--- config.mk ---
export PLATFORM = sky130hd
export DESIGN_NAME = spcg_gating_bank
export DESIGN_NICKNAME = d
export VERILOG_FILES = /design/src/spcg_pkg.sv /design/src/spcg_fault_check.sv /design/src/spcg_gating_bank.sv
export SDC_FILE = /design/constraint.sdc
export NUM_CORES = 1
export LEC_CHECK = 0
export BUFFER_PORTS_ARGS = -buffer_cell sky130_fd_sc_hd__buf_2
export CAP_MARGIN = 10
export CORE_MARGIN = 4
export CORE_UTILIZATION = 36
export CTS_BUF_LIST = sky130_fd_sc_hd__clkbuf_8
export CTS_CLUSTER_SIZE = 30
export DETAILED_ROUTE_END_ITERATION = 6
export PLACE_DENSITY = 0.62
export SLEW_MARGIN = 20
export SYNTH_ARGS = -nofsm -noshare
export SYNTH_HDL_FRONTEND = slang
export SYNTH_SLANG_ARGS = --single-unit
--- constraint.sdc ---
create_clock -name mclk -period 3 [get_ports mclk]
set_input_delay 0.6 -clock mclk [delete_from_list [all_inputs] [get_ports mclk]]
set_output_delay 0.6 -clock mclk [all_outputs]
set_load 0.05 [all_outputs]
--- src/spcg_pkg.sv ---
// Purpose: constants, types and helpers for the sleep-mode clock gating bank
// Assumes: Avalon-MM byte addressing, 32-bit data, one word per register
// Notes: gate vectors are carried packed by peripheral index 0..11
package spcg_pkg;
  localparam logic [11:0] RUN_CLK_CFG_OFS = 12'h060;
  localparam logic [11:0] RUN_GATE1_OFS = 12'h104;
  localparam logic [11:0] SLEEP_GATE1_OFS = 12'h114;
  localparam logic [11:0] DEEP_GATE1_OFS = 12'h124;
  localparam logic [11:0] FAULT_STAT_OFS = 12'h1F0;
  localparam logic [31:0] GATE_RESET = 32'h0000_0000;
  localparam logic [31:0] GATE_RW_MASK = 32'h0307_5037;
  localparam logic [31:0] RUN_CFG_RESET = 32'h0000_0000;
  localparam logic [31:0] RUN_CFG_RW_MASK = 32'h0800_0000;
  localparam int AUTO_SEL_POS = 27;
  localparam int COMPARATOR_B_POS = 25;
  localparam int COMPARATOR_A_POS = 24;
  localparam int GP_COUNTER_C_POS = 18;
  localparam int GP_COUNTER_B_POS = 17;
  localparam int GP_COUNTER_A_POS = 16;
  localparam int TWOWIRE_BUS_B_POS = 14;
  localparam int TWOWIRE_BUS_A_POS = 12;
  localparam int SYNC_SERIAL_B_POS = 5;
  localparam int SYNC_SERIAL_A_POS = 4;
  localparam int SERIAL_PORT_C_POS = 2;
  localparam int SERIAL_PORT_B_POS = 1;
  localparam int SERIAL_PORT_A_POS = 0;
  localparam int PERIPH_COUNT = 12;
  localparam logic [3:0] PERIPH_LAST_IDX = 4'hB;
  localparam int FAULT_FLAG_POS = 0;
  localparam int FAULT_IDX_LSB = 4;
  localparam int SRC_SEL_LSB = 8;
  localparam logic [1:0] SRC_RUN = 2'h0;
  localparam logic [1:0] SRC_SLEEP = 2'h1;
  localparam logic [1:0] SRC_DEEP = 2'h2;
  localparam logic [1:0] RESP_OKAY = 2'h0;
  localparam logic [1:0] RESP_DECERR = 2'h3;

  typedef enum logic [1:0] {
    BUS_IDLE = 2'h0,
    BUS_ACK = 2'h1
  } spcg_bus_state_t;

  // peripheral index to its bit in a gating word
  function automatic logic [4:0] gate_pos(input logic [3:0] idx);
    logic [4:0] pos;
    pos = 5'h00;
    case (idx)
      4'h0: pos = 5'(SERIAL_PORT_A_POS);
      4'h1: pos = 5'(SERIAL_PORT_B_POS);
      4'h2: pos = 5'(SERIAL_PORT_C_POS);
      4'h3: pos = 5'(SYNC_SERIAL_A_POS);
      4'h4: pos = 5'(SYNC_SERIAL_B_POS);
      4'h5: pos = 5'(TWOWIRE_BUS_A_POS);
      4'h6: pos = 5'(TWOWIRE_BUS_B_POS);
      4'h7: pos = 5'(GP_COUNTER_A_POS);
      4'h8: pos = 5'(GP_COUNTER_B_POS);
      4'h9: pos = 5'(GP_COUNTER_C_POS);
      4'hA: pos = 5'(COMPARATOR_A_POS);
      4'hB: pos = 5'(COMPARATOR_B_POS);
      default: pos = 5'h00;
    endcase
    return pos;
  endfunction

  // byte-enable merge limited to the writable bits
  function automatic logic [31:0] be_merge(
    input logic [31:0] old,
    input logic [31:0] wdata,
    input logic [3:0] be,
    input logic [31:0] mask
  );
    logic [31:0] laneMask;
    laneMask = {{8{be[3]}}, {8{be[2]}}, {8{be[1]}}, {8{be[0]}}} & mask;
    return (old & ~laneMask) | (wdata & laneMask);
  endfunction
endpackage

--- src/spcg_fault_check.sv ---
// Purpose: answers each peripheral access with pass or bus fault
// Assumes: access strobe and index come from logic on mclk
// Notes: outputs are one-cycle pulses, one cycle after the strobe
`timescale 1ns/1ps
module spcg_fault_check (
  input wire logic mclk,
  input wire logic sys_rst,
  input wire logic clkEn,
  input wire logic accValid,
  input wire logic [3:0] accIndex,
  input wire logic [11:0] gateVec,
  output logic accFault_ff,
  output logic accOk_ff
);
  wire idxKnown = (accIndex <= spcg_pkg::PERIPH_LAST_IDX);
  // unknown index has no clock at all, so it faults too
  wire gateOn = idxKnown & gateVec[accIndex];
  wire nxt_accFault = accValid & ~gateOn;
  wire nxt_accOk = accValid & gateOn;

  always_ff @(posedge mclk or posedge sys_rst)
  begin
    if (sys_rst)
    begin
      accFault_ff <= 1'b0;
      accOk_ff <= 1'b0;
    end
    else if (clkEn)
    begin
      accFault_ff <= nxt_accFault;
      accOk_ff <= nxt_accOk;
    end
  end
endmodule

--- src/spcg_gating_bank.sv ---
// Purpose: run, sleep and deep-sleep peripheral clock gating bank
// Assumes: mode inputs and access strobes are synchronous to mclk
// Notes: the gate in force is registered, so a change shows one cycle late
// Function
// - sleep gating register sits at offset 0x114, 32 bits wide.
// - in sleep, a set bit clocks its peripheral, clear stops it.
// - access to a peripheral with its clock off returns a bus fault.
// - reset clears every gating bit; the register resets to zero.
// - run register in run, sleep register in sleep, deep register in deep; the code also needs auto gating select set for deep, else run.
// - sleep gating applies only with auto gating select set, else run.
// - bits 25 and 24 gate comparators b and a, read/write.
// - bits 18, 17, 16 gate counters c, b, a, read/write.
// - bits 14 and 12 gate two-wire buses b and a, read/write.
// - bits 5 and 4 gate synchronous serial b and a, read/write.
// - bits 2, 1, 0 gate serial ports c, b, a, read/write.
// - reserved bits are read-only and read as zero.
//
// Added by the designer: the Avalon-MM register port.
`timescale 1ns/1ps
module spcg_gating_bank (
  input wire logic mclk,
  input wire logic sys_rst,
  input wire logic clkEn,
  input wire logic [11:0] avs_address,
  input wire logic avs_read,
  input wire logic avs_write,
  input wire logic [31:0] avs_writedata,
  input wire logic [3:0] avs_byteenable,
  output logic [31:0] avs_readdata,
  output logic [1:0] avs_response,
  output logic avs_waitrequest,
  input wire logic sleepMode,
  input wire logic deepSleepMode,
  input wire logic periphAccValid,
  input wire logic [3:0] periphAccIndex,
  output logic periphAccFault,
  output logic periphAccOk,
  output logic [11:0] periphClkEn,
  output logic [1:0] gateSource
);
  spcg_pkg::spcg_bus_state_t busState_ff;
  spcg_pkg::spcg_bus_state_t nxt_busState;
  logic waitReq_ff;
  logic [31:0] readData_ff;
  logic [1:0] response_ff;
  logic [31:0] runClkCfg_ff;
  logic [31:0] runGate_ff;
  logic [31:0] sleepGate_ff;
  logic [31:0] deepGate_ff;
  logic faultFlag_ff;
  logic [3:0] faultIdx_ff;
  logic [3:0] lastAccIdx_ff;
  logic [11:0] periphClkEn_ff;
  logic [1:0] gateSource_ff;
  logic [31:0] nxt_runClkCfg;
  logic [31:0] nxt_runGate;
  logic [31:0] nxt_sleepGate;
  logic [31:0] nxt_deepGate;
  logic nxt_faultFlag;
  logic [3:0] nxt_faultIdx;
  logic [31:0] effGate;
  logic [11:0] nxt_periphClkEn;
  logic [1:0] nxt_gateSource;
  logic faultPulse;
  logic okPulse;

  // address decode
  wire busReq = avs_read | avs_write;
  wire hitRunCfg = (avs_address == spcg_pkg::RUN_CLK_CFG_OFS);
  wire hitRunGate = (avs_address == spcg_pkg::RUN_GATE1_OFS);
  wire hitSleepGate = (avs_address == spcg_pkg::SLEEP_GATE1_OFS);
  wire hitDeepGate = (avs_address == spcg_pkg::DEEP_GATE1_OFS);
  wire hitFaultStat = (avs_address == spcg_pkg::FAULT_STAT_OFS);
  wire hitAny = hitRunCfg | hitRunGate | hitSleepGate | hitDeepGate | hitFaultStat;

  // a write lands only at the edge where the master sees waitrequest low
  wire wrCommit = (busState_ff == spcg_pkg::BUS_ACK) & avs_write & clkEn;
  wire wrRunCfg = wrCommit & hitRunCfg;
  wire wrRunGate = wrCommit & hitRunGate;
  wire wrSleepGate = wrCommit & hitSleepGate;
  wire wrDeepGate = wrCommit & hitDeepGate;
  wire wrFaultStat = wrCommit & hitFaultStat;
  wire faultClear = wrFaultStat & avs_writedata[spcg_pkg::FAULT_FLAG_POS]
    & avs_byteenable[0];

  wire [31:0] faultStatWord = {
    22'h00_0000,
    gateSource_ff,
    faultIdx_ff,
    3'h0,
    faultFlag_ff
  };

  // read mux; unmapped reads return zero
  wire [31:0] rdMux =
    hitRunCfg ? runClkCfg_ff :
    hitRunGate ? runGate_ff :
    hitSleepGate ? sleepGate_ff :
    hitDeepGate ? deepGate_ff :
    hitFaultStat ? faultStatWord :
    32'h0000_0000;
  wire [1:0] respSel = hitAny ? spcg_pkg::RESP_OKAY : spcg_pkg::RESP_DECERR;

  // next values; mask keeps reserved bits at zero
  assign nxt_runClkCfg = wrRunCfg ?
    spcg_pkg::be_merge(runClkCfg_ff, avs_writedata, avs_byteenable,
      spcg_pkg::RUN_CFG_RW_MASK) : runClkCfg_ff;
  assign nxt_runGate = wrRunGate ?
    spcg_pkg::be_merge(runGate_ff, avs_writedata, avs_byteenable,
      spcg_pkg::GATE_RW_MASK) : runGate_ff;
  assign nxt_sleepGate = wrSleepGate ?
    spcg_pkg::be_merge(sleepGate_ff, avs_writedata, avs_byteenable,
      spcg_pkg::GATE_RW_MASK) : sleepGate_ff;
  assign nxt_deepGate = wrDeepGate ?
    spcg_pkg::be_merge(deepGate_ff, avs_writedata, avs_byteenable,
      spcg_pkg::GATE_RW_MASK) : deepGate_ff;

  // source of the gate in force; deep-sleep wins if both modes assert
  wire autoSel = runClkCfg_ff[spcg_pkg::AUTO_SEL_POS];
  wire useDeep = autoSel & deepSleepMode;
  wire useSleep = autoSel & sleepMode & ~deepSleepMode;
  assign effGate = useDeep ? deepGate_ff : (useSleep ? sleepGate_ff : runGate_ff);
  assign nxt_gateSource = useDeep ? spcg_pkg::SRC_DEEP :
    (useSleep ? spcg_pkg::SRC_SLEEP : spcg_pkg::SRC_RUN);

  // pack the gating word into one enable per peripheral
  genvar g;
  generate
    for (g = 0; g < spcg_pkg::PERIPH_COUNT; g = g + 1)
    begin : gen_pack
      assign nxt_periphClkEn[g] = effGate[spcg_pkg::gate_pos(4'(g))];
    end
  endgenerate

  // fault flag is sticky; a new fault beats a clear in the same cycle
  assign nxt_faultFlag = faultPulse | (faultFlag_ff & ~faultClear);
  assign nxt_faultIdx = faultPulse ? lastAccIdx_ff : faultIdx_ff;

  // handshake: one wait cycle, then one cycle with waitrequest low
  always_comb
  begin
    case (busState_ff)
      spcg_pkg::BUS_IDLE: nxt_busState = busReq ? spcg_pkg::BUS_ACK : spcg_pkg::BUS_IDLE;
      spcg_pkg::BUS_ACK: nxt_busState = spcg_pkg::BUS_IDLE;
      default: nxt_busState = spcg_pkg::BUS_IDLE;
    endcase
  end

  always_ff @(posedge mclk or posedge sys_rst)
  begin
    if (sys_rst)
    begin
      busState_ff <= spcg_pkg::BUS_IDLE;
      waitReq_ff <= 1'b1;
    end
    else if (clkEn)
    begin
      busState_ff <= nxt_busState;
      waitReq_ff <= (nxt_busState != spcg_pkg::BUS_ACK);
    end
  end

  // read data and response are loaded as waitrequest falls
  always_ff @(posedge mclk or posedge sys_rst)
  begin
    if (sys_rst)
    begin
      readData_ff <= 32'h0000_0000;
      response_ff <= spcg_pkg::RESP_OKAY;
    end
    else if (clkEn && busState_ff == spcg_pkg::BUS_IDLE && busReq)
    begin
      readData_ff <= avs_read ? rdMux : 32'h0000_0000;
      response_ff <= respSel;
    end
  end

  always_ff @(posedge mclk or posedge sys_rst)
  begin
    if (sys_rst)
    begin
      runClkCfg_ff <= spcg_pkg::RUN_CFG_RESET;
      runGate_ff <= spcg_pkg::GATE_RESET;
      sleepGate_ff <= spcg_pkg::GATE_RESET;
      deepGate_ff <= spcg_pkg::GATE_RESET;
    end
    else if (clkEn)
    begin
      runClkCfg_ff <= nxt_runClkCfg;
      runGate_ff <= nxt_runGate;
      sleepGate_ff <= nxt_sleepGate;
      deepGate_ff <= nxt_deepGate;
    end
  end

  // enables start off, so nothing runs until software opens it
  always_ff @(posedge mclk or posedge sys_rst)
  begin
    if (sys_rst)
    begin
      periphClkEn_ff <= 12'h000;
      gateSource_ff <= spcg_pkg::SRC_RUN;
    end
    else if (clkEn)
    begin
      periphClkEn_ff <= nxt_periphClkEn;
      gateSource_ff <= nxt_gateSource;
    end
  end

  always_ff @(posedge mclk or posedge sys_rst)
  begin
    if (sys_rst)
    begin
      faultFlag_ff <= 1'b0;
      faultIdx_ff <= 4'h0;
      lastAccIdx_ff <= 4'h0;
    end
    else if (clkEn)
    begin
      faultFlag_ff <= nxt_faultFlag;
      faultIdx_ff <= nxt_faultIdx;
      lastAccIdx_ff <= periphAccValid ? periphAccIndex : lastAccIdx_ff;
    end
  end

  // checks against the enables in force, not the raw register words
  spcg_fault_check u_fault_check (
    .mclk(mclk),
    .sys_rst(sys_rst),
    .clkEn(clkEn),
    .accValid(periphAccValid),
    .accIndex(periphAccIndex),
    .gateVec(periphClkEn_ff),
    .accFault_ff(faultPulse),
    .accOk_ff(okPulse)
  );

  assign avs_readdata = readData_ff;
  assign avs_response = response_ff;
  assign avs_waitrequest = waitReq_ff;
  assign periphAccFault = faultPulse;
  assign periphAccOk = okPulse;
  assign periphClkEn = periphClkEn_ff;
  assign gateSource = gateSource_ff;
endmodule

Yosys cells after proc, flatten, opt, wreduce, memory -nomap -nowiden --
Cells that the tools add are included.
Storage, ports and cells: bits in registers 190, bits of input ports 60, output and inout bits 51, logic and storage cells 85
Cells by class: magnitude comparators 2, equality and inequality tests 7, muxes and demuxes 15, bitwise operators 37, reductions and logical operators 9
Operator list (count):
- $mux 32 | 5
- $and 32x32->32 | 4
- $or 32x32->32 | 4
- $mux 26 | 2
- $eq 12x9->1 const B | 4
- $and 32x26->32 | 1
- $and 32x28->32 | 1
- $not 26->32 | 1
- $not 28->32 | 1
- $and 1x1->1 | 16
- $eq 12x7->1 const B | 1
- $reduce_and 2->1 | 6
- $mux 10 | 1
- $or 1x1->1 | 6
- $lt 4x5->1 const B | 1
- $bmux 1 s4 | 1
- $le 4x4->1 const B | 1
- $mux 1 | 4
- $mux 2 | 2
- $not 1->1 | 3
- $eq 2x1->1 const B | 1
- $logic_and 1x1->1 | 2
- $logic_not 2->1 | 1
- $ne 2x1->1 const B | 1

Longest topological paths before layout --
Gate-level depths: netlist of run 1.
word-level depth 9, mapped depth 6, mapped depth without buffers 4

Modules after synthesis --
A second synthesis of run 1 with hierarchy kept.
Unflattened totals: cells, all modules 355, area total of the unflattened synthesis 4045.1 µm²
By module, submodules not included:
- spcg_gating_bank | instances 1, cells an instance 338, area an instance 3837.4 µm², seq. area each 2003.2 µm²
- spcg_fault_check | instances 1, cells an instance 17, area an instance 207.7 µm², seq. area each 50.0 µm²

Least setup slack after synthesis of run 1 --
No wires, ideal clock.
path type input to register, start point input avs_address[9], end point register with a tool-made name, setup time 125 ps, arrival time 1912 ps, data required time 2875 ps, path slack 963 ps, stages on the path 5, path buffers 1, cells stage by stage nor4b_4 > nand4_4 > buf_6 > nor2_8 > mux2_4
RTL lines:
- start, declared | RTL line spcg_gating_bank.sv:24 | input wire logic [11:0] avs_address,

==> impl_metrics.toml, run 1 <==
[run]
drv_cap = 0

[timing]
fmax_mhz = 527
skew_ns = 0.00784
period_needed_ns = 1.90
hold_violations = 0
worstMarginPinSlew_ns = 0.834
final-max-slew-violation-count = 0
setup_viol = 0
setup_tns_ns = 0
max_slew_margin_pct = 44.3
finalCritPeriodShare_pct = 63.2
rsz0062_at_grt = "false"

[placement]
gp_congestion = 0.805
dp_hpwl_um = 7520
placement.io_buffers = 76
placed_area_mm2 = 0.00465

[yosys]
yosys_warnings = 0
ys_types = 49
synth_top_area_cell = "dfrtp_1"
netlist_area_mm2 = 0.00417
syn_inst = 362
syn_area_per_cell_um2 = 11.5
ys_seq_elements = 82
synthTopCellsByArea = "dfrtp_1 (49%), mux2_2 (13%), a21oi_1 (3.6%)"
seq_area_frac_synth_pct = 49.2
synth.top_cell.area_share_pct = 48.6

[critical_path]
end_kind = "register"
crit_required_ns = 3.24
path_buf_inv = 2
cpMaxStageDelayCell = "nor2_4"
crit_chain = "buf_2 -> nor3b_4 -> buf_4 -> nand4_4 -> nor2_4 -> mux2_4"
worstSetupPathType = "input pin to register"
crit_fanout = 13
critical_path.max_stage_delay_ns = 0.36
crit_arrival_ns = 2.14
cpLargestDelayFamily = "simple AND/OR/NAND/NOR gates"
start_kind = "input pin"

[run_status]
status = "complete, no violations"

[clock_tree]
tritoncts = "yes"
path_clk_slew_ns = 0.08
cts_resized = 0
postCtsSetupBuffers = 0
cts_num_sinks = 82
holdBufCountCts = 0
cts_root_buf = "clkbuf_8"
clock_path_buffers = 2
cts_max_level = 3
cts_buffers = 9
worstSkewPairLatency_ns = 0.35

[die]
dieArea_mm2 = 0.0134
start_util_pct = 36.7
core_area_mm2 = 0.0114
die_x_um = 116
die_h_um = 116
ioPinCount = 111
row_count = 39

[final_layout]
nets = 501
syn_to_final_growth_pct = 16.0
nFillCells = 1086
final_area_mm2 = 0.00484
drive_gt1_share_pct = 39.7

[drt]
vias = 2960
drt-initial-drc-count = 163
wl_per_cell_um = 17.5
avgViaCountPerCell = 5.02
antenna_left = 0
routed_wl_um = 10300
post-route-drc-count = 0
firstDrtPassIters = 4

[grt]
antenna_found_initial = 0
grt_usage_pct = 16.0
grt_pass1_wl_um = 16300
grt-ovfl-total = 0
grt_pass1_vias = 3119
grt_max_degree = 31

[pwr]
power_mw = 2.17
power.density_mw_per_mm2 = 450
ir_drop_v = 0.000283
p_leak_nw = 2.51

[min_path]
hold_class = "input pin to async pin"
-- layer usage --
metal / share of wire [%] / up-vias / global-route usage, %
li1: - / 1410 / -
met4: 1.3 / 0 / 4.41
met5: 0 / - / 0
met2: 48 / 85 / 25.8
met1: 44 / 1456 / 21.5
met3: 7.1 / 9 / 4.49
-- synth_stat cells, drive strengths merged --
library cell  count
a21oi            30
a22o              4
a2bb2oi           4
a31o              1
a31oi             1
a32o              1
and2              3
and3              2
and3b             1
and4              1
buf              21
clkbuf            9
conb              1
dfrtp            81
dfstp             1
inv              16
mux2             56
mux2i            15
mux4              2
nand2            25
nand2b            4
nand3             4
nand3b            1
nand4             5
nand4b            1
nor2             35
nor2b             5
nor3              2
nor3b             1
nor4b             2
o211ai            1
o21a              1
o21ai             9
o22ai             1
o2bb2ai           3
o31ai             9
o41ai             3
-- power by group --
part,internal [mW],switching (mW),leakage (nW)
clock network,0.342,0.410,0.0965
registers,1.14,0.0185,1.12
logic,0.0762,0.188,1.29
-- final timing paths --
| kind | to | cells after the start | slack, ns | from |
|---|---|---|---|---|
| min in group mclk | register | 2 | 0.48 | avs_writedata[27] |
| worst min register to register | avs_readdata[17]$_DFFE_PP0P_ | 2 | 0.48 | avs_readdata[17]$_DFFE_PP0P_ |
| worst max register to register | periphClkEn[9]$_DFFE_PP0P_ | 3 | 1.25 | register |
| max in group asynchronous | avs_waitrequest$_DFFE_PP1P_ | 3 | 1.95 | sys_rst |
| worst min-delay path | avs_readdata[25]$_DFFE_PP0P_ | 2 | 0.27 | sys_rst |
| worst max-delay path | register | 6 | 1.10 | avs_address[7] |
-- stage by stage --
step	hold slack (ns)	cells	util, %	setup WS [ns]
floorplan	0.446	376	-	0.293
finish	0.267	590	42.5	1.10
CTS	0.278	589	42.5	1.10
detailed placement	0.472	573	40.9	0.733
global placement	0.462	573	40.9	0.743
global route	0.287	589	42.5	1.04
-- cells in the final DEF (no fill, tap or decap), drive strengths merged --
master	synthesis	final
mux4	2	2
nor3	2	2
o22ai	1	1
nor2b	5	5
o31ai	9	9
nand3	4	4
and2	3	3
dfstp	1	1
nor4b	2	2
inv	16	16
a21oi	30	30
nand3b	1	1
clkinv	0	4
nand4	5	5
a22o	4	4
o2bb2ai	3	3
clkinvlp	0	1
buf	21	84
o211ai	1	1
nor3b	1	1
conb	1	15
a31oi	1	1
diode	0	1
and3	2	2
and3b	1	1
a2bb2oi	4	4
mux2i	15	15
and4	1	1
a32o	1	1
o21ai	9	9
nand2b	4	4
o41ai	3	3
clkbuf	9	11
dfrtp	81	81
o21a	1	1
nand4b	1	1
a31o	1	1
mux2	56	56
nor2	35	35
nand2	25	25
-- cells by family (layout without fill, tap and decap cells) --
family | Yosys count | in the layout | share of synthesized area, %
simple gates | 92 | 92 | 13.9
flops | 82 | 82 | 49.2
mux | 73 | 73 | 20.4
compound gates | 68 | 68 | 10.3
buf+inv | 46 | 116 | 6.03
other cells | 1 | 16 | 0.0899
-- final cells by class --
type	instances	area [um2]	area share (%)
flip-flops and latches	82	2050	42.4
multi-input cells	248	1920	39.7
repair buffers	84	440	9.11
well taps	143	179	3.70
clock buffers	11	151	3.13
inverters	16	61.3	1.27
clock inverters	5	30.0	0.621
diodes	1	2.50	0.0517
(Power assumes the default switching activity.)
==> run 2: changes to the inputs <==
Settings changed: PLACE_DENSITY 0.62 to 0.64.
Clock period 3 ns to 1.5 ns, I/O delays scaled along.
==> run 2 against run 1 <==
Effect of this change:
- the run now ends with setup timing left
- global-route usage up 0.25 points
- sequential share of layout area down 4.8 points
- sequential cell count unchanged
- utilization up 5.6 points
- non-clock buffer count up 44
- total power up 120%
- largest power group unchanged
- critical path depth down 2
- clock power rose to 2.5 times the previous value
- highest routed layer unchanged
- routed wire length up 3.3%
- sequential power up 99%
==> impl_metrics.toml, run 2 (synthesis results as in run 1) <==
[placement]
placed_area_mm2 = 0.00506
dp_hpwl_um = 7790
gp_congestion = 0.841
placement.io_buffers = 76

[final_layout]
num_antenna_cells = 0
mostFrequentLayoutCells = "buf_2 (76), dfrtp_1 (75), buf_4 (44)"
final_util_pct = 48.2
nets = 546
nFillCells = 1026
layout_commonest_cell = "buf_2"
syn_to_final_growth_pct = 31.3
drive_gt1_share_pct = 50.0
final_area_mm2 = 0.00548

[timing]
setup_ws_ns = -0.101
rsz0062_at_grt = "true"
final-max-slew-violation-count = 0
hold_violations = 0
skew_ns = 0.00815
setup_viol = 2
fmax_mhz = 625
period_needed_ns = 1.60
finalCritPeriodShare_pct = 107

[grt]
grt_max_degree = 31
grt_pass1_vias = 3278
grt-ovfl-total = 0
grt_usage_pct = 16.3
antenna_found_initial = 0
grt_pass1_wl_um = 16800

[die]
dieArea_mm2 = 0.0134
start_util_pct = 36.7
core_area_mm2 = 0.0114
ioPinCount = 111
die_x_um = 116
die_h_um = 116
row_count = 39

[clock_tree]
cts_max_level = 3
cts_num_sinks = 82
cts_buffers = 9
tritoncts = "yes"
path_clk_slew_ns = 0.09
clock_path_buffers = 2
worstSkewPairLatency_ns = 0.36
cts_root_buf = "clkbuf_8"

[drt]
routed_wl_um = 10700
firstDrtPassIters = 4
post-route-drc-count = 0
vias = 3130
antenna_left = 0
drt-initial-drc-count = 182
wl_per_cell_um = 16.8
avgViaCountPerCell = 4.94

[critical_path]
end_kind = "register"
crit_arrival_ns = 1.85
crit_required_ns = 1.75
crit_fanout = 2
worstSetupPathType = "register to register"
start_kind = "register"

[run_status]
violations = "setup timing"
status = "finished with violations"

[run]
drv_cap = 0

[pwr]
ir_drop_v = 0.000456
p_leak_nw = 2.79
power.density_mw_per_mm2 = 882

[min_path]
hold_class = "input pin to register"
## run 2: layout make-up
cell class,instances,area [um2],area share [%]
flip-flops and latches,82,2060,37.6
well taps,143,179,3.27
clock inverters,6,108,1.97
multi-input cells,249,2080,38.0
clock buffers,9,124,2.26
inverters,16,63.8,1.17
repair buffers,128,857,15.7
## run 2: metal layers
| layer | track usage (%) | vias up | part of all wire (%) |
|---|---|---|---|
| li1 | - | 1503 | - |
| met1 | 21.0 | 1525 | 43 |
| met2 | 27.1 | 84 | 49 |
| met3 | 3.81 | 18 | 5.9 |
| met4 | 5.57 | 0 | 2.0 |
| met5 | 0 | - | 0 |
## run 2: through the flow
step / power (mW) / hold WS [ns] / setup WS, ns / setup TNS [ns] / instances
after floorplan: 2.76 / 0.446 / -0.221 / -7.58 / 376
after global placement: 2.94 / 0.322 / -0.305 / -11.52 / 612
after detailed placement: 2.95 / 0.321 / -0.325 / -12.15 / 612
after CTS: 4.86 / 0.170 / -0.105 / -0.155 / 628
after global routing: 5.02 / 0.176 / -0.135 / -0.486 / 633
final: 4.83 / 0.182 / -0.101 / -0.131 / 633
## run 2: report_power, final
group          switching [mW]  total, mW  leakage, nW  internal (mW)
clock network           0.821       1.91        0.120           1.09
logic                   0.395      0.605         1.57          0.210
registers              0.0350       2.31         1.10           2.28
## run 2: repair_timing
| item | CTS | global route |
|---|---|---|
| gates cloned | 0 | 2 |
| hold endpoints to repair | 14 | 0 |
| setup endpoints to repair | 30 | 26 |
| resized for setup | 7 | 19 |
| pin swaps | 1 | 12 |
| buffers inserted | 0 | 3 |
| hold buffers | 1 | 0 |
## run 2: worst paths after layout
path | from | endpoint | cells after the start | slack (ns)
max in group asynchronous | sys_rst | async pin | 4 | 0.43
setup reg to reg | periphClkEn[10]$_DFFE_PP0P_ | u_fault_check.accOk_ff$_DFFE_PP0P_ | 4 | -0.10
min in group asynchronous | sys_rst | avs_response[0]$_DFFE_PP0P_ | 3 | 0.48
hold reg to reg | avs_readdata[4]$_DFFE_PP0P_ | avs_readdata[4]$_DFFE_PP0P_ | 2 | 0.49
setup / recovery | periphClkEn[10]$_DFFE_PP0P_ | u_fault_check.accOk_ff$_DFFE_PP0P_ | 4 | -0.10
hold / removal | avs_writedata[27] | register | 2 | 0.18
## run 2: worst max-delay path: stages, from the launching register on
cell and delay [ns]:
dfrtp_2 0.41, mux4_2 0.47, a2bb2oi_1 0.14, a32o_2 0.23
a31o_2 0.24
==> run 3: changes to the inputs <==
Settings changed: RECOVER_POWER set to 25.
==> run 3 against run 2 <==
Effect of this change:
- design area is 0.37% lower
- highest routed layer unchanged
- sequential power hardly changed
- cell count stayed put
- the run still ends with setup timing left
==> impl_metrics.toml, run 3 (synthesis results as in run 1) <==
[grt]
grt_pass1_wl_um = 16800
grt-ovfl-total = 0
grt_usage_pct = 16.3
antenna_found_initial = 0
grt_max_degree = 31
grt_pass1_vias = 3278

[timing]
skew_ns = 0.00751
fmax_mhz = 625
finalCritPeriodShare_pct = 107
hold_violations = 0
setup_viol = 7
worstMarginPinSlew_ns = 0.766
setup_tns_ns = -0.367
max_slew_margin_pct = 48.7
period_needed_ns = 1.60
setup_ws_ns = -0.101
final-max-slew-violation-count = 0
rsz0062_at_grt = "true"

[die]
dieArea_mm2 = 0.0134
die_h_um = 116
die_x_um = 116
core_area_mm2 = 0.0114
start_util_pct = 36.7
row_count = 39
ioPinCount = 111

[min_path]
hold_start = "avs_writedata[27]"
hold_class = "input pin to register"

[run]
drv_cap = 0

[drt]
post-route-drc-count = 0
routed_wl_um = 10700
vias = 3140
wl_per_cell_um = 16.8
firstDrtPassIters = 4
avgViaCountPerCell = 4.96
antenna_left = 0
drt-initial-drc-count = 179

[critical_path]
crit_fanout = 2
path_buf_inv = 0
reg2reg_from = "periphClkEn[10]$_DFFE_PP0P_"
critical_path.max_stage_delay_ns = 0.47
cpMaxStageDelayCell = "mux4_2"
start_kind = "register"
crit_required_ns = 1.75
cpLargestDelayFamily = "compound AO/OA/AOI/OAI gates"
worstSetupStartpoint = "periphClkEn[10]$_DFFE_PP0P_"
end_kind = "register"
worstSetupPathType = "register to register"
crit_chain = "mux4_2 -> a2bb2oi_1 -> a32o_2 -> a31o_2"
crit_arrival_ns = 1.86

[clock_tree]
worstSkewPairLatency_ns = 0.36
cts_num_sinks = 82
clock_path_buffers = 2
path_clk_slew_ns = 0.09
cts_buffers = 9
cts_root_buf = "clkbuf_8"
cts_max_level = 3
tritoncts = "yes"

[final_layout]
mostFrequentLayoutCells = "dfrtp_1 (75), buf_2 (75), buf_4 (42)"
num_antenna_cells = 0
syn_to_final_growth_pct = 30.8
drive_gt1_share_pct = 49.4
final_util_pct = 48.0
nets = 546

[pwr]
power_frac_clock_pct = 39.7
p_seq_share_pct = 47.9
p_leak_nw = 2.78
power_frac_comb_pct = 12.4
ir_drop_v = 0.000456
power_mw = 4.83
swShare_pct = 26.0
p_sw_mw = 1.26
internal_power_mw = 3.58
power.density_mw_per_mm2 = 886

[run_status]
violations = "setup timing"
status = "finished with violations"

[placement]
dp_hpwl_um = 7790
placement.io_buffers = 76
gp_congestion = 0.841
run 3: path summary, 6_finish.rpt:
| check | end | slack, ns | cells past startpoint |
|---|---|---|---|
| min in group asynchronous | avs_response[0]$_DFFE_PP0P_ | 0.56 | 3 |
| worst min-delay path | register | 0.18 | 2 |
| worst min register to register | lastAccIdx_ff[3]$_DFFE_PP0P_ | 0.49 | 2 |
| worst max register to register | u_fault_check.accOk_ff$_DFFE_PP0P_ | -0.10 | 4 |
| max in group asynchronous | periphClkEn[10]$_DFFE_PP0P_ | 0.24 | 4 |
| worst max-delay path | u_fault_check.accOk_ff$_DFFE_PP0P_ | -0.10 | 4 |
run 3: final cells by class:
| cell class | count | area [um2] |
|---|---|---|
| Multi-Input combinational cell | 249 | 2080 |
| Clock inverter | 6 | 108 |
| Inverter | 16 | 61.3 |
| Tap cell | 143 | 179 |
| Sequential cell | 82 | 2060 |
| Fill cell | 1031 | 5910 |
| Timing Repair Buffer | 128 | 840 |
| Clock buffer | 9 | 124 |
run 3: per-stage QoR:
| stage | instance area (um2) | cells | hold WS [ns] | worst slack [ns] |
|---|---|---|---|---|
| 2_1_floorplan | 4280 | 376 | 0.446 | -0.221 |
| 3_3_place_gp | 5060 | 612 | 0.322 | -0.305 |
| 3_5_place_dp | 5060 | 612 | 0.321 | -0.325 |
| 4_1_cts | 5330 | 628 | 0.170 | -0.105 |
| 5_1_grt | 5460 | 633 | 0.176 | -0.135 |
| 6_report | 5460 | 633 | 0.181 | -0.101 |
run 3: metal layers:
layer | vias to the layer above | track usage (%) | wire, um
li1 | 1508 | - | -
met2 | 88 | 27.1 | 5290
met1 | 1529 | 21.0 | 4530
met3 | 15 | 3.81 | 651
met5 | - | 0 | 0
met4 | 0 | 5.57 | 187
run 3: power groups by stage:
| stage | Combinational [mW] | Sequential [mW] | Clock, mW |
|---|---|---|---|
| after detailed placement | 0.595 | 2.36 | 0 |
| after CTS | 0.602 | 2.32 | 1.95 |
| after global routing | 0.655 | 2.32 | 2.04 |
| after global placement | 0.584 | 2.36 | 0 |
| final | 0.600 | 2.31 | 1.92 |
| after floorplan | 0.358 | 2.40 | 0 |
run 3: worst reg2reg max path, delay by kind of cell (launching register included):
kind,cells,cell delay [ns]
muxes,1,0.47
AOI/OAI and AO/OA,3,0.61
DFF,1,0.41
run 3: timing repair:
item / 4_1_cts / 5_1_grt
pin swaps: 1 / 12
gates resized for setup: 7 / 19
endpoints found under the setup margin: 30 / 26
hold buffers: 1 / 0
hold endpoints to repair: 14 / 0
buffers inserted: 0 / 3
cloned: 0 / 2
